--- src/rtl/lcd_tc_regs.vh ---
// Command codes, field positions, defaults and timing for the display control block.
`ifndef LCD_TC_REGS_VH
`define LCD_TC_REGS_VH

// ==========================================================
// Register select codes
`define RS_DISPLAY 2'h2
`define RS_PUMP_TEMP 2'h3
`define RS_INIT 2'h1

// ==========================================================
// Command prefixes
`define INIT_BYTE 8'h3A
`define PFX_TEMP_CTRL 5'h00
`define PFX_SLOPE_BASE 5'h01
`define PFX_PUMP_CTRL 5'h10
`define PFX_VLCD_MSB 3'h5
`define PFX_VLCD_LSB 4'h9
`define PFX_ENTRY_MODE 6'h0A
`define PFX_INVERSION 5'h08
`define PFX_FRAME_FREQ 3'h4
`define PFX_DISP_CTRL 5'h04
`define PFX_DISP_CFG 6'h01

// ==========================================================
// Field positions
`define BIT_COMP_EN 2
`define BIT_FILTER_EN 1
`define BIT_MEASURE_EN 0
`define BIT_PUMP_EN 2
`define BIT_DISPLAY_ON 2
`define BIT_ADDR_INC 1
`define BIT_SEG_REVERSE 1

// ==========================================================
// Reset values
`define RST_TEMP_CTRL 3'h0
`define RST_SLOPE 3'h0
`define RST_PUMP_MULT 2'h0
`define RST_VLCD 9'h000
`define RST_INVERSION 3'h0
`define RST_FRAME_FREQ 5'h07
`define RST_ADDR_INC 1'h1
`define RST_ADDR 12'h000

// ==========================================================
// Timing
`define CLOCK_PERIOD_NS 50
`define POWERON_WAIT_NS 1000000
`define FILTER_SHIFT 3

`endif

--- src/rtl/lcd_temp_comp_ctrl_and_init.v ---
// Command decoder for temperature compensation, start-up and reset of the display driver.
`timescale 1ns/1ps
`include "lcd_tc_regs.vh"
module lcd_temp_comp_ctrl_and_init #(
	parameter POWERON_CYCLES = (`POWERON_WAIT_NS + `CLOCK_PERIOD_NS - 1) / `CLOCK_PERIOD_NS
) (
	input wire clock,
	input wire rst_b,
	input wire reset_pin_b,
	input wire power_down_pin,
	input wire cmd_valid,
	input wire cmd_rw,
	input wire [1:0] cmd_rs,
	input wire [7:0] cmd_data,
	input wire ram_step,
	input wire temp_sample_valid,
	input wire [7:0] temp_sample,
	input wire temp_rd_req,
	input wire pump_ready,
	output wire cmd_accept,
	output wire init_pending,
	output wire host_may_transfer,
	output wire comp_enable,
	output wire filter_enable,
	output wire measure_enable,
	output wire [2:0] slope_a_coeff,
	output wire [2:0] slope_b_coeff,
	output wire [2:0] slope_c_coeff,
	output wire [2:0] slope_d_coeff,
	output wire [7:0] temperature_value,
	output wire temp_rd_valid,
	output wire temp_rd_refused,
	output wire [7:0] comp_temperature,
	output wire comp_active,
	output wire drivers_ground,
	output wire mux_1_18,
	output wire [11:0] ram_addr,
	output wire addr_increment,
	output wire [2:0] inversion_mode,
	output wire [4:0] frame_freq,
	output wire display_on,
	output wire segment_reverse,
	output wire pump_enable,
	output wire [1:0] pump_mult,
	output wire [8:0] vlcd_value,
	output wire pump_run,
	output wire circuits_on
);

	// ==========================================================
	// Decode helpers
	function prefix5;
		input [7:0] data;
		input [4:0] pfx;
		prefix5 = (data[7:3] == pfx);
	endfunction
	function prefix6;
		input [7:0] data;
		input [5:0] pfx;
		prefix6 = (data[7:2] == pfx);
	endfunction

	// ==========================================================
	// Pin synchronisers
	// Both pins are asynchronous to the clock, so each passes two flops first.
	reg rst_pin_meta_r, rst_pin_sync_r, pd_meta_r, pd_sync_r;
	always @(posedge clock or negedge rst_b) begin
		if (!rst_b) begin
			rst_pin_meta_r <= 1'b0;
			rst_pin_sync_r <= 1'b0;
			pd_meta_r <= 1'b0;
			pd_sync_r <= 1'b0;
		end else begin
			rst_pin_meta_r <= reset_pin_b;
			rst_pin_sync_r <= rst_pin_meta_r;
			pd_meta_r <= power_down_pin;
			pd_sync_r <= pd_meta_r;
		end
	end
	wire pin_reset = ~rst_pin_sync_r;
	wire powered = ~pd_sync_r;

	// ==========================================================
	// Power-on wait
	reg [15:0] wait_cnt_r;
	reg wait_done_r;
	always @(posedge clock or negedge rst_b) begin
		if (!rst_b) begin
			wait_cnt_r <= 16'h0000;
			wait_done_r <= 1'b0;
		end else if (!wait_done_r) begin
			if (wait_cnt_r >= POWERON_CYCLES[15:0] - 16'h0001)
				wait_done_r <= 1'b1;
			else
				wait_cnt_r <= wait_cnt_r + 16'h0001;
		end
	end
	assign host_may_transfer = wait_done_r;

	// ==========================================================
	// Command decode
	wire wr_ok = cmd_valid & ~cmd_rw & powered & ~pin_reset;
	wire is_init = wr_ok & (cmd_rs == `RS_INIT) & (cmd_data == `INIT_BYTE);
	reg init_pending_r;
	// first command
	// Until the first initialisation, other commands are dropped on purpose.
	wire wr_cmd = wr_ok & ~init_pending_r & ~is_init;
	wire rs_pt = wr_cmd & (cmd_rs == `RS_PUMP_TEMP);
	wire rs_dp = wr_cmd & (cmd_rs == `RS_DISPLAY);
	wire hit_temp = rs_pt & prefix5(cmd_data, `PFX_TEMP_CTRL);
	wire hit_pump = rs_pt & prefix5(cmd_data, `PFX_PUMP_CTRL);
	wire hit_vmsb = rs_pt & (cmd_data[7:5] == `PFX_VLCD_MSB);
	wire hit_vlsb = rs_pt & (cmd_data[7:4] == `PFX_VLCD_LSB);
	wire hit_entry = rs_dp & prefix6(cmd_data, `PFX_ENTRY_MODE);
	wire hit_inv = rs_dp & prefix5(cmd_data, `PFX_INVERSION);
	wire hit_ff = rs_dp & (cmd_data[7:5] == `PFX_FRAME_FREQ);
	wire hit_dctl = rs_dp & prefix5(cmd_data, `PFX_DISP_CTRL);
	wire hit_dcfg = rs_dp & prefix6(cmd_data, `PFX_DISP_CFG);
	assign cmd_accept = is_init | wr_cmd;
	wire restore = pin_reset | is_init;
	always @(posedge clock or negedge rst_b) begin
		if (!rst_b)
			init_pending_r <= 1'b1;
		else if (pin_reset)
			init_pending_r <= 1'b1;
		else if (is_init)
			init_pending_r <= 1'b0;
	end
	assign init_pending = init_pending_r;

	// ==========================================================
	// Temperature control register
	reg [2:0] temp_ctrl_r;
	always @(posedge clock or negedge rst_b) begin
		if (!rst_b)
			temp_ctrl_r <= `RST_TEMP_CTRL;
		else if (restore)
			temp_ctrl_r <= `RST_TEMP_CTRL;
		else if (hit_temp)
			temp_ctrl_r <= cmd_data[2:0];
	end
	assign comp_enable = temp_ctrl_r[`BIT_COMP_EN];
	assign filter_enable = temp_ctrl_r[`BIT_FILTER_EN];
	assign measure_enable = temp_ctrl_r[`BIT_MEASURE_EN];

	// ==========================================================
	// Slope coefficients
	wire [2:0] slope_w [0:3];
	genvar gi;
	generate
		for (gi = 0; gi < 4; gi = gi + 1) begin : slope_gen
			localparam [31:0] SLOPE_PFX = `PFX_SLOPE_BASE + gi;
			reg [2:0] coeff_r;
			always @(posedge clock or negedge rst_b) begin
				if (!rst_b)
					coeff_r <= `RST_SLOPE;
				else if (restore)
					coeff_r <= `RST_SLOPE;
				else if (rs_pt && (cmd_data[7:3] == SLOPE_PFX[4:0]))
					coeff_r <= cmd_data[2:0];
			end
			assign slope_w[gi] = coeff_r;
		end
	endgenerate
	assign slope_a_coeff = slope_w[0];
	assign slope_b_coeff = slope_w[1];
	assign slope_c_coeff = slope_w[2];
	assign slope_d_coeff = slope_w[3];

	// ==========================================================
	// Temperature measurement and readout
	wire take_sample = temp_sample_valid & measure_enable & powered;
	wire [7:0] filt_w;
	reg [7:0] temp_val_r, comp_temp_r;
	reg rd_valid_r, rd_refused_r;
	temp_filter u_filter (
		.clock(clock),
		.rst_b(rst_b),
		.clear(restore | ~filter_enable),
		.sample_valid(take_sample),
		.sample(temp_sample),
		.filtered(filt_w)
	);
	// raw bypass
	// With the filter off the raw sample is taken the same cycle it arrives.
	always @(posedge clock or negedge rst_b) begin
		if (!rst_b) begin
			temp_val_r <= 8'h00;
			comp_temp_r <= 8'h00;
		end else if (restore) begin
			temp_val_r <= 8'h00;
			comp_temp_r <= 8'h00;
		end else if (filter_enable) begin
			temp_val_r <= filt_w;
			comp_temp_r <= filt_w;
		end else if (take_sample) begin
			temp_val_r <= temp_sample;
			comp_temp_r <= temp_sample;
		end
	end
	always @(posedge clock or negedge rst_b) begin
		if (!rst_b) begin
			rd_valid_r <= 1'b0;
			rd_refused_r <= 1'b0;
		end else begin
			rd_valid_r <= temp_rd_req & measure_enable & powered;
			rd_refused_r <= temp_rd_req & ~(measure_enable & powered);
		end
	end
	assign temperature_value = temp_val_r;
	assign temp_rd_valid = rd_valid_r;
	assign temp_rd_refused = rd_refused_r;
	assign comp_temperature = comp_temp_r;
	assign comp_active = comp_enable & pump_run;

	// ==========================================================
	// Display and addressing settings
	reg addr_inc_r, disp_on_r, seg_rev_r, mux18_r;
	reg [2:0] inv_r;
	reg [4:0] ff_r;
	reg [11:0] addr_r;
	always @(posedge clock or negedge rst_b) begin
		if (!rst_b) begin
			addr_inc_r <= `RST_ADDR_INC;
			inv_r <= `RST_INVERSION;
			ff_r <= `RST_FRAME_FREQ;
			disp_on_r <= 1'b0;
			seg_rev_r <= 1'b0;
			mux18_r <= 1'b1;
		end else if (restore) begin
			addr_inc_r <= `RST_ADDR_INC;
			inv_r <= `RST_INVERSION;
			ff_r <= `RST_FRAME_FREQ;
			disp_on_r <= 1'b0;
			seg_rev_r <= 1'b0;
			mux18_r <= 1'b1;
		end else begin
			if (hit_entry)
				addr_inc_r <= cmd_data[`BIT_ADDR_INC];
			if (hit_inv)
				inv_r <= cmd_data[2:0];
			if (hit_ff)
				ff_r <= cmd_data[4:0];
			if (hit_dctl)
				disp_on_r <= cmd_data[`BIT_DISPLAY_ON];
			if (hit_dcfg)
				seg_rev_r <= cmd_data[`BIT_SEG_REVERSE];
		end
	end
	// counter clear
	// The counter is command state; the RAM behind it is never touched here.
	always @(posedge clock or negedge rst_b) begin
		if (!rst_b)
			addr_r <= `RST_ADDR;
		else if (restore)
			addr_r <= `RST_ADDR;
		else if (ram_step && powered && !init_pending_r)
			addr_r <= addr_inc_r ? addr_r + 12'h001 : addr_r - 12'h001;
	end
	assign addr_increment = addr_inc_r;
	assign inversion_mode = inv_r;
	assign frame_freq = ff_r;
	assign display_on = disp_on_r;
	assign segment_reverse = seg_rev_r;
	assign mux_1_18 = mux18_r;
	assign ram_addr = addr_r;
	assign drivers_ground = ~disp_on_r | ~powered | init_pending_r;

	// ==========================================================
	// Charge pump and supply settings
	reg pump_en_r;
	reg [1:0] pump_mult_r;
	reg [8:0] vlcd_r;
	always @(posedge clock or negedge rst_b) begin
		if (!rst_b) begin
			pump_en_r <= 1'b0;
			pump_mult_r <= `RST_PUMP_MULT;
			vlcd_r <= `RST_VLCD;
		end else if (restore) begin
			pump_en_r <= 1'b0;
			pump_mult_r <= `RST_PUMP_MULT;
			vlcd_r <= `RST_VLCD;
		end else begin
			if (hit_pump) begin
				pump_en_r <= cmd_data[`BIT_PUMP_EN];
				pump_mult_r <= cmd_data[1:0];
			end
			if (hit_vmsb)
				vlcd_r[8:4] <= cmd_data[4:0];
			if (hit_vlsb)
				vlcd_r[3:0] <= cmd_data[3:0];
		end
	end
	assign pump_enable = pump_en_r;
	assign pump_mult = pump_mult_r;
	assign vlcd_value = vlcd_r;
	assign pump_run = pump_en_r & powered;
	assign circuits_on = powered;
	// pump before display
	// The device does not hold the display off; pump_ready is for the host only.
	wire unused_pump_ready = pump_ready;
endmodule

--- src/rtl/temp_filter.v ---
// Digital low-pass filter on the measured temperature samples.
`timescale 1ns/1ps
module temp_filter (
	input wire clock,
	input wire rst_b,
	input wire clear,
	input wire sample_valid,
	input wire [7:0] sample,
	output wire [7:0] filtered
);
`include "lcd_tc_regs.vh"

	// Extra fraction bits keep small steps from being lost in the shift.
	reg [10:0] acc_r;
	wire [11:0] sum_w;
	wire [10:0] acc_nxt;
	reg primed_r;

	assign sum_w = {1'b0, acc_r} + {4'h0, sample} - {4'h0, acc_r[10:3]};
	assign acc_nxt = primed_r ? sum_w[10:0] : {sample, 3'h0};
	assign filtered = acc_r[10:3];

	always @(posedge clock or negedge rst_b) begin
		if (!rst_b) begin
			acc_r <= 11'h000;
			primed_r <= 1'b0;
		end else if (clear) begin
			acc_r <= 11'h000;
			primed_r <= 1'b0;
		end else if (sample_valid) begin
			acc_r <= acc_nxt;
			primed_r <= 1'b1;
		end
	end
endmodule
--- config.mk ---
export PLATFORM = sky130hd
export DESIGN_NAME = lcd_temp_comp_ctrl_and_init
export DESIGN_NICKNAME = d
export VERILOG_FILES = /design/src/rtl/lcd_temp_comp_ctrl_and_init.v /design/src/rtl/temp_filter.v
export VERILOG_INCLUDE_DIRS = /design/src /design/src/rtl
export SDC_FILE = /design/constraint.sdc
export NUM_CORES = 1
export LEC_CHECK = 0
export ABC_CLOCK_PERIOD_IN_PS = 4700
export BUFFER_PORTS_ARGS = -buffer_cell sky130_fd_sc_hd__buf_2
export CORE_MARGIN = 4
export CORE_UTILIZATION = 50
export DETAILED_ROUTE_END_ITERATION = 10
export PLACE_DENSITY = 0.74
export SYNTH_ARGS = -nofsm -noshare
export SYNTH_HDL_FRONTEND = slang
export SYNTH_HIERARCHICAL = 1
export SYNTH_SLANG_ARGS = --single-unit
--- constraint.sdc ---
create_clock -name clock -period 4.7 [get_ports clock]
set_input_delay 0.94 -clock clock [delete_from_list [all_inputs] [get_ports clock]]
set_output_delay 0.94 -clock clock [all_outputs]
set_load 0.005 [all_outputs]
# [Yosys cells after proc, flatten, opt, wreduce, memory -nomap -nowiden]
# Cells that the tools add are included.
[classes] n_addsub=5 order_cmp=1 n_eq_ne=16 mux=42 n_bitwise=41 reduce_logical=25
[ops] op="$mux W12" count=3
[ops] op="$mux W3" count=12
[ops] op="$mux W11" count=3
[ops] op="$reduce_bool A2 Y1" count=15
[ops] op="$and A1 B1 Y1" count=26
[ops] op="$mux W8" count=3
[ops] op="$add A16 B1 Y16 const B" count=1
[ops] op="$ge A16 B15 Y1 const B" count=1
[ops] op="$mux W5" count=3
[ops] op="$mux W1" count=14
[ops] op="$add A12 B1 Y12 const B" count=1
[ops] op="$sub A12 B1 Y12 const B" count=1
[ops] op="$add A11 B8 Y11" count=1
[ops] op="$sub A11 B8 Y11" count=1
[ops] op="$eq A5 B2 Y1 const B" count=2
[ops] op="$not A1 Y1" count=10
[ops] op="$mux W9" count=1
[ops] op="$eq A8 B6 Y1 const B" count=1
[ops] op="$eq A3 B3 Y1 const B" count=2
[ops] op="$eq A6 B1 Y1 const B" count=1
[ops] op="$eq A6 B4 Y1 const B" count=1
[ops] op="$logic_and A1 B1 Y1" count=6
[ops] op="$eq A5 B1 Y1 const B" count=1
[ops] op="$eq A5 B3 Y1 const B" count=1
[ops] op="13 further kinds" count=19
[totals] ff_bits=94 input_bits=28 word_cells=157

# [Logic depth before layout (Yosys ltp)]
# Gate-level depths: netlist of run 1.
[depth] word_depth=12 ltp_mapped=11 depth_no_buf=11

# [Hierarchy]
# The synthesis of run 1 kept the hierarchy.
[by_module_without_submodules] module="lcd_temp_comp_ctrl_and_init" n_inst=1 cells_per_inst=426 area_each_um2=4151.5 seq_area_each_um2=2058.2
[by_module_without_submodules] module="temp_filter" n_inst=1 cells_per_inst=170 area_each_um2=1377.6 seq_area_each_um2=300.3

# [Worst setup path before layout of run 1]
# Ideal clock, no wire load.
[synth_path] path_type="input port to flip-flop" start="input temp_sample[1]" end="register u_filter.acc_r[8]" arrival_ns=2.877 required_time_ns=4.589 slack_ns=1.712 path_stages=8 path_buffers=0 path_cell_list="inv_1 -> fa_1 -> fa_1 -> nand2b_4 -> a211oi_2 -> o21ai_1 -> mux2i_1 -> a2111oi_2"
[synth_via] elab_chain_cells=5
[synth_rtl] item="from (decl)" line_no="lcd_temp_comp_ctrl_and_init.v:17" rtl="input wire [7:0] temp_sample,"
[synth_rtl] item="$add A11 B8 Y11" line_no="temp_filter.v:19" rtl="assign sum_w = {1'b0, acc_r} + {4'h0, sample} - {4'h0, acc_r[10:3]};"
[synth_rtl] item="$sub A11 B8 Y11" line_no="temp_filter.v:19"
[synth_rtl] item="$mux W11" line_no="temp_filter.v:20" rtl="assign acc_nxt = primed_r ? sum_w[10:0] : {sample, 3'h0};"
[synth_rtl] item="$mux W11" line_no="temp_filter.v:30" rtl="end else if (sample_valid) begin"
[synth_rtl] item="$mux W11" line_no="temp_filter.v:27" rtl="end else if (clear) begin"
[synth_rtl] item="to (signal assigned)" line_no="temp_filter.v:31" rtl="acc_r <= acc_nxt;"
[synth_rtl] item="to (decl)" line_no="temp_filter.v:14" rtl="reg [10:0] acc_r;"
# No other way between the ends. The select of a mux whose other input is x is not followed.
# A chain may end at the register's enable or synchronous reset.

# [Worst setup path in the final report of run 1]
[layout_path] start="input cmd_data[6]" end="output cmd_accept"
[layout_via] elab_chain_cells=5
[layout_rtl] item="from (decl)" line_no="lcd_temp_comp_ctrl_and_init.v:14" rtl="input wire [7:0] cmd_data,"
[layout_rtl] item="$eq A8 B6 Y1 (no source line) (*)"
[layout_rtl] item="$and A1 B1 Y1 (*)" line_no="lcd_temp_comp_ctrl_and_init.v:103" rtl="wire is_init = wr_ok & (cmd_rs == `RS_INIT) & (cmd_data == `INIT_BYTE);"
[layout_rtl] item="$not A1 Y1" line_no="lcd_temp_comp_ctrl_and_init.v:107" rtl="wire wr_cmd = wr_ok & ~init_pending_r & ~is_init;"
[layout_rtl] item="$and A1 B1 Y1" line_no="lcd_temp_comp_ctrl_and_init.v:107"
[layout_rtl] item="$or A1 B1 Y1 (*)" line_no="lcd_temp_comp_ctrl_and_init.v:119" rtl="assign cmd_accept = is_init | wr_cmd;"
[layout_rtl] item="to (decl)" line_no="lcd_temp_comp_ctrl_and_init.v:20" rtl="output wire cmd_accept,"
# Every way passes the cells marked *; elsewhere a longest branch is shown, timed or not.

==> results of run 1 <==
-- layout make-up --
cell class                 count  share of cell area
clock buffer                   9              0.0201
clock inverter                 7             0.00993
inverter                      45              0.0274
multi-input combinational    413               0.447
sequential                    94               0.382
tap                          140              0.0284
timing repair buffer         103              0.0847
-- flip-flops by register name, summed over array words and instances, names as in the netlist, 2 cells and up --
| name | flops |
|---|---|
| slope_d_coeff | 3 |
| slope_a_coeff | 3 |
| pump_mult | 2 |
| slope_b_coeff | 3 |
| inversion_mode | 3 |
| slope_c_coeff | 3 |
| wait_cnt_r | 16 |
| u_filter/acc_r | 11 |
| vlcd_value | 9 |
| frame_freq | 5 |
| comp_temperature | 8 |
| temp_ctrl_r | 3 |
| ram_addr | 12 |
-- cells in the mapped netlist (all sizes together) (6+ instances only) --
master | count | area share
buf | 21 | 0.028
nand2b | 7 | 0.011
fa | 9 | 0.033
and2 | 6 | 0.0068
a31oi | 6 | 0.0068
nor2 | 65 | 0.044
a21oi | 49 | 0.044
dfrtp | 89 | 0.40
nand3b | 8 | 0.011
and3 | 8 | 0.0091
clkbuf | 23 | 0.016
xor2 | 11 | 0.017
ha | 22 | 0.050
nand3 | 22 | 0.021
a211oi | 8 | 0.012
nor2b | 7 | 0.0079
mux2i | 34 | 0.062
nand4 | 11 | 0.012
o21a | 6 | 0.0081
inv | 45 | 0.031
xnor2 | 16 | 0.025
o21ai | 12 | 0.011
nand2 | 59 | 0.041
-- worst max-delay path, delay by kind of cell --
kind	cells	cell delay (ns)
and+or+nand+nor	3	0.77
AOI/OAI and AO/OA	1	0.17
buffers and inverters	2	0.25
-- path summary, 6_finish.rpt --
check | from | end | slack [ns]
max | cmd_data[6] | cmd_accept | 1.63
min | pd_meta_r | pd_sync_r | 0.36
max reg2reg | pd_sync_r | u_filter/acc_r[8] | 1.63
min reg2reg | pd_meta_r | pd_sync_r | 0.36
max in group asynchronous | rst_b | init_pending | 3.10
min in group asynchronous | rst_b | vlcd_value[1] | 0.60
-- logic make-up (layout without fill, tap and decap cells) --
group,count (synthesis),count (layout)
adder cells (fa/ha/maj),31,31
XOR/XNOR,27,27
buffers and inverters,89,164
flip-flops,94,94
AND/OR/NAND/NOR,215,215
AO/OA/AOI/OAI,104,104
other,1,1
multiplexers,35,35
-- cell usage in the layout (no fill, tap or decap), types with 8 or more instances in the layout --
master    instances
o21ai_0          11
a21oi_1          49
dfrtp_1          89
clkbuf_8          9
nand2_1          58
nand3_1          21
xnor2_1          16
nand4_1          11
inv_1            45
mux2i_1          34
nand3b_1          8
and3_1            8
nor2_1           65
ha_1             22
fa_1              9
xor2_1           11
buf_2           100
-- per-stage QoR --
step	utilization	instances	total power, mW	instance area, µm²	setup WS, ns
2_1_floorplan	-	596	0.897	5530	1.71
3_3_place_gp	0.552	795	0.945	5990	1.40
3_5_place_dp	0.552	795	0.947	5990	1.32
4_1_cts	0.569	811	1.47	6170	1.63
5_1_grt	0.569	811	1.52	6170	1.33
6_report	0.569	811	1.45	6170	1.63
-- power groups by stage --
stage | registers (mW) | logic (mW) | clock network, mW
finish | 0.813 | 0.118 | 0.519
detailed placement | 0.828 | 0.119 | 0
global route | 0.813 | 0.134 | 0.573
floorplan | 0.828 | 0.0690 | 0
global placement | 0.828 | 0.117 | 0
CTS | 0.813 | 0.119 | 0.534
-- per-layer routing --
metal | up-vias | global-route usage | wire, µm
met5 | - | 0 | 7
met4 | 2 | 0.0593 | 60
met3 | 6 | 0.0642 | 789
met2 | 108 | 0.335 | 6240
met1 | 2189 | 0.260 | 5670
li1 | 2156 | - | -
==> results.toml, run 1 <==
[sta]
worst_pin_slew_ns = 0.855
skew_ns = 0.0166
layout_min_cycle_time_ns = 3.07
fin_crit_sh = 0.653
slew_violations = 0
hold_viol_final = 0
finalSetupTns_ns = 0
whs_ns = 0.359
setup_viol = 0
rsz0062_at_grt = "false"
fmax_mhz = 326
slew_headroom = 0.429

[die]
initial_core_util = 0.510
fp.dieH_um = 113
die_w_um = 113
io_pins = 104
core_area_um2 = 10800
die_area_um2 = 12800
rows = 38

[final_layout]
register_area_um2 = 2360
multi_input_area_um2 = 2760
fillers = 978
drive_gt1_frac = 0.200
diodes = 0
nets = 725
syn_to_final_growth_pct = 11.6

[cts]
cts_root_buffer = "clkbuf_8"
cts_tree = "done"
hold_buffers = 0
h-tree-depth = 3
clk_pin_slew_ns = 0.10
ctsResizeCount = 0
cts_sinks = 94
post-cts-setup-buffer-count = 0
clk_latency_ns = 0.36
numCtsBuffers = 9
cts_max_path_buffers = 2

[power_and_ir_drop]
p_switching_uw = 396
switching_share = 0.273
leakage_nw = 3.13
seqPwrFrac = 0.561
power_frac_comb = 0.081
p_int_mw = 1.05
power_density_nw_per_um2 = 235
clockPowerShare = 0.358
ir_drop_mv = 0.171

[flow_run]
cap_violations = 0

[yosys]
synth_top_family_by_area = "simple AND/OR/NAND/NOR gates"
ys_types = 54
syn_area_um2 = 5530
synth_fa_ha_area_frac = 0.0824
syn_area_per_cell_um2 = 9.28
synthFlopType = "dfrtp_1"
synth-edff-count = 0
synth_fp_nets = 655
ys_ff_latch = 94
synthXorXnorAreaFrac = 0.0428
synthArstFlopShare = 1.00
synth-simple-area-share = 0.193
muxShareOfSynthArea = 0.0636
yosys_warnings = 6
syn_inst = 596
synth_compound_gate_area_share = 0.117
ys_seq_area_frac = 0.427

[setup_path]
path_cells = "buf_2 -> nor2b_1 -> nor3b_1 -> nand3_1 -> a21oi_1 -> buf_2"
crit_top_cell = "buf_2"
path_class = "in2out"
max_stage_delay_ns = 0.38
worstPathArrival_ns = 2.13
setup.worst_path.start_class = "input pin"
critPathMaxFanout = 5
critical-path-slowest-cell = "nor3b_1"
reg2reg_depth = 6
cp-end-kind = "output port"
worstPathRequired_ns = 3.76

[detailed_routing]
vias_per_cell = 5.50
dr_total_vias = 4461
first_iter_violations = 252
routed_wl_um = 12800
routedWlPerCell_um = 15.7
drc = 0
firstDrtPassIters = 4
ant_nets = 0

[place]
port_buffers = 101
place_congestion = 0.826
hpwl_um = 9310

[hold_path]
min_path_type = "reg2reg"
hold-path-cell-count = 0

[global_route]
antenna_found_initial = 1
grt_pass1_wl_um = 21300
overflow = 0
grt_pass1_vias = 4565
grt_max_degree = 60
gr-usage-all-layers = 0.204

[run_status]
status = "completed"
Note: power is estimated with default switching activity, not from simulation.
==> run 2, diff against run 1 <==
- ABC_CLOCK_PERIOD_IN_PS: 4700 -> 2500
- PLACE_DENSITY: 0.74 -> 0.77
- clock period: 4.7 -> 2.5 ns (I/O delays scaled with it)
==> run 2 against run 1 <==
Total power is 90% higher. Critical path type is now reg2reg. Final cell count is 4.2% higher. Critical path depth is 4 higher. Largest cell class unchanged. Wire length is 2.8% higher. Largest power group unchanged. First-iteration DRC count is 19% lower. Clock-buffer cell count is 2 higher.
==> results.toml, run 2 (synthesized netlist as in run 1, its figures left out) <==
[detailed_routing]
routedWlPerCell_um = 15.5
drc = 0
ant_nets = 0
vias_per_cell = 5.50
dr_total_vias = 4648
first_iter_violations = 205
firstDrtPassIters = 5
routed_wl_um = 13100

[die]
rows = 38
io_pins = 104
fp.dieH_um = 113
core_area_um2 = 10800
die_area_um2 = 12800
die_w_um = 113
initial_core_util = 0.510

[sta]
slew_violations = 0
fmax_mhz = 407
layout_min_cycle_time_ns = 2.46
worst_pin_slew_ns = 0.583
finalSetupTns_ns = 0
whs_ns = 0.0723
rsz0062_at_grt = "true"
setup_viol = 0
skew_ns = 0.0151
fin_crit_sh = 0.983
setup_slack_ns = 0.0426
hold_viol_final = 0
slew_headroom = 0.611

[cts]
numCtsBuffers = 9
clk_latency_ns = 0.36
h-tree-depth = 3
hold_buffers = 0
cts_tree = "done"
cts_sinks = 94
cts_root_buffer = "clkbuf_8"
cts_max_path_buffers = 2
clk_pin_slew_ns = 0.10

[place]
place_area_um2 = 6250
hpwl_um = 9770
place_congestion = 0.868
placedCellCount = 826
pre_cts_ws_ns = -0.249
port_buffers = 101

[final_layout]
postLayoutCoreUtil = 0.600
final_cell_area_um2 = 6510
drive_gt1_frac = 0.255
fin_cells = 845
final_common_cell = "buf_2"
largest_register_ffs = 16
multi_input_area_um2 = 2820
syn_to_final_growth_pct = 17.7
fillers = 943
register_area_um2 = 2360
final_cell_mix = "buf_2, dfrtp_1, nor2_1, nand2_1, a21oi_1"
nets = 759
diodes = 0
top_register = "wait_cnt_r"

[setup_path]
critical-path-slowest-cell = "dfrtp_1"
path_class = "reg2reg"
cp-end-kind = "flip-flop"
worstPathArrival_ns = 2.71
setup.worst_path.start_class = "flip-flop"
max_stage_delay_ns = 0.42
path_cells = "ha_1 -> inv_1 -> ha_2 -> inv_2 -> fa_2 -> nand2b_4 -> a211oi_4 -> o21ai_2 -> mux2i_1 -> a2111oi_2"
critPathMaxFanout = 4
worstPathRequired_ns = 2.75

[global_route]
grt_pass1_wl_um = 21700
grt_pass1_vias = 4538
antenna_found_initial = 0
gr-usage-all-layers = 0.208
overflow = 0
grt_max_degree = 61

[hold_path]
min_path_type = "in2async"

[run_status]
status = "completed"

[power_and_ir_drop]
ir_drop_mv = 0.427
leakage_nw = 3.30
power_density_nw_per_um2 = 423
totalPowerFinal_mw = 2.76

[flow_run]
cap_violations = 0
## run 2: repair_timing
action	CTS	global route
pin swaps	3	13
buffers inserted	0	3
setup endpoints to repair	2	6
resized for setup	2	12
gates cloned	0	0
## run 2: power breakdown
group / internal, mW / leakage [nW] / switching, mW
clock: 0.398 / 0.0866 / 0.552
combinational: 0.109 / 1.94 / 0.169
sequential: 1.52 / 1.27 / 0.00419
total: 2.03 / 3.30 / 0.725
## run 2: area by class of cell
cell class                 instances  area share
clock buffer                      11      0.0217
clock inverter                     5     0.00634
inverter                          45      0.0260
multi-input combinational        413       0.433
sequential                        94       0.363
tap                              140      0.0269
timing repair buffer             137       0.123
## run 2: per-layer routing
layer,GRT usage,routed length (µm)
met1,0.271,5540
met2,0.339,6450
met3,0.0578,973
met4,0.0617,167
met5,0,0
## run 2: final timing paths
| path | to | slack [ns] | depth (start not counted) | from |
|---|---|---|---|---|
| max | u_filter/acc_r[8] | 0.04 | 10 | u_filter/acc_r[3] |
| min | slope_a_coeff[0] | 0.07 | 1 | rst_b |
| max reg2reg | u_filter/acc_r[8] | 0.04 | 10 | u_filter/acc_r[3] |
| min reg2reg | rst_pin_sync_r | 0.37 | 0 | rst_pin_meta_r |
| max in group asynchronous | frame_freq[2] | 1.68 | 2 | rst_b |
| min in group clock | pd_meta_r | 0.23 | 1 | power_down_pin |
## run 2: critical path, delay by kind of cell (launching register included)
kind	cells	cell delay (ns)
multiplexers	1	0.14
AO/OA/AOI/OAI	3	0.70
buffers and inverters	2	0.10
AND/OR/NAND/NOR	1	0.16
adder cells (fa/ha/maj)	3	0.85
flip-flops	1	0.42
==> run 3, diff against run 2 <==
- ABC_CLOCK_PERIOD_IN_PS: 2500 -> 3100
- PLACE_DENSITY: 0.77 -> 0.74
- SETUP_SLACK_MARGIN: not set -> 0.05
- clock period: 2.5 -> 3.1 ns (I/O delays scaled with it)
==> run 3 against run 2 <==
Wire length decreased by 4.5%. Clock-buffer cell count decreased by 2. Clock skew decreased by 0.0066 ns. Final cell count decreased by 3.4%. Setup slack improved by 0.34 ns. Final area decreased by 4.0%. Total power decreased by 17%. Die area unchanged. Global-route usage decreased by 0.59 points.
==> results.toml, run 3 (synthesized netlist as in run 1, its figures left out) <==
[run_status]
status = "completed"

[power_and_ir_drop]
leakage_nw = 3.17
p_switching_uw = 609
ir_drop_mv = 0.289
power_density_nw_per_um2 = 367
seqPwrFrac = 0.537
power_frac_comb = 0.080
p_int_mw = 1.69
clockPowerShare = 0.382
switching_share = 0.265

[sta]
slew_violations = 0
finalSetupTns_ns = 0
setup_slack_ns = 0.384
fin_crit_sh = 0.876
rsz0062_at_grt = "false"
hold_viol_final = 0
setup_viol = 0
whs_ns = 0.221
skew_ns = 0.00846
fmax_mhz = 368
layout_min_cycle_time_ns = 2.72
slew_headroom = 0.605
worst_pin_slew_ns = 0.593

[detailed_routing]
ant_nets = 0
met2_length_um = 6090
vias_per_cell = 5.46
first_iter_violations = 182
dr_total_vias = 4456
firstDrtPassIters = 5
routedWlPerCell_um = 15.4
drc = 0
routed_wl_um = 12500
dr.max_layer_used = "met4"
wl_met1_um = 5450
routed-wl-met3_um = 819

[global_route]
grt_pass1_vias = 4521
grt_max_degree = 54
antenna_found_initial = 0
grt_pass1_wl_um = 21200
overflow = 0
gr-usage-all-layers = 0.202

[setup_path]
path_cells = "inv_1 -> ha_1 -> o211ai_1 -> o2111ai_1 -> o21ai_0 -> or4_1 -> nand4_1 -> nor3b_1"
reg2reg_depth = 8
worstPathBufferInverterCount = 1
cp_top_family = "simple AND/OR/NAND/NOR gates"
path_class = "reg2reg"
critPathMaxFanout = 10
setup.worst_path.start_class = "flip-flop"
max_stage_delay_ns = 0.63
cp-end-kind = "flip-flop"
worstPathRequired_ns = 3.38
worstPathArrival_ns = 2.99
crit_cells = 8
critical-path-slowest-cell = "dfstp_2"

[cts]
h-tree-depth = 3
clk_latency_ns = 0.37
ctsResizeCount = 0
cts_max_path_buffers = 2
cts_root_buffer = "clkbuf_8"
numCtsBuffers = 9
cts_sinks = 94
post-cts-setup-buffer-count = 0
hold_buffers = 0
clk_pin_slew_ns = 0.10
cts_tree = "done"

[final_layout]
final_common_cell = "buf_2"
syn_to_final_growth_pct = 13.0
diodes = 0
drive_gt1_frac = 0.206
top_register = "wait_cnt_r"
final_cell_mix = "buf_2, dfrtp_1, nor2_1, nand2_1, a21oi_1"
nets = 730
largest_register_ffs = 16
final_cell_area_um2 = 6250

[die]
die_area_um2 = 12800
io_pins = 104
core_area_um2 = 10800
rows = 38
initial_core_util = 0.510
die_w_um = 113
fp.dieH_um = 113

[place]
pre_cts_ws_ns = 0.146
port_buffers = 101
hpwl_um = 9290
place_congestion = 0.838
place_area_um2 = 6040

[flow_run]
cap_violations = 0

[hold_path]
min_path_type = "in2async"
==> run 3: cell types whose count changed in the layout (fill, tap and decap cells not counted), moves of 2 or more <==
cell	before	now
a21oi_1	47	49
a21oi_2	2	0
buf_4	35	7
ha_1	19	22
ha_2	2	0
inv_8	0	3
==> run 3: metrics by stage <==
stage / util / total power, mW / std cells
2_1_floorplan: - / 1.36 / 596
3_3_place_gp: 0.557 / 1.44 / 800
3_5_place_dp: 0.557 / 1.44 / 800
4_1_cts: 0.577 / 2.32 / 816
5_1_grt: 0.577 / 2.38 / 816
6_report: 0.577 / 2.29 / 816
==> run 3: area by class of cell <==
| type | instances | area, µm² |
|---|---|---|
| fill | 959 | 4590 |
| inverter | 45 | 169 |
| timing repair buffer | 108 | 573 |
| clock buffer | 9 | 124 |
| clock inverter | 7 | 88.8 |
| multi-input combinational | 413 | 2760 |
| tap | 140 | 175 |
| sequential | 94 | 2360 |
==> run 3: power by group through the flow <==
stage | Combinational [mW] | Clock (mW) | Sequential [mW]
CTS | 0.187 | 0.897 | 1.23
global placement | 0.180 | 0 | 1.26
floorplan | 0.105 | 0 | 1.26
finish | 0.185 | 0.877 | 1.23
global route | 0.209 | 0.943 | 1.23
detailed placement | 0.186 | 0 | 1.26
==> run 3: path summary, 6_finish.rpt <==
path	from	to	slack (ns)
min in group clock	power_down_pin	pd_meta_r	0.34
worst max register to register	addr_increment	ram_addr[11]	0.38
worst max-delay path	addr_increment	ram_addr[11]	0.38
worst min-delay path	rst_b	vlcd_value[6]	0.22
max in group asynchronous	rst_b	frame_freq[0]	2.13
worst min register to register	rst_pin_meta_r	rst_pin_sync_r	0.36
==> run 3: metal layers <==
layer,global-route usage,vias up
met5,0,-
met4,0.0657,0
met3,0.0529,18
met2,0.335,112
met1,0.258,2160
li1,-,2166
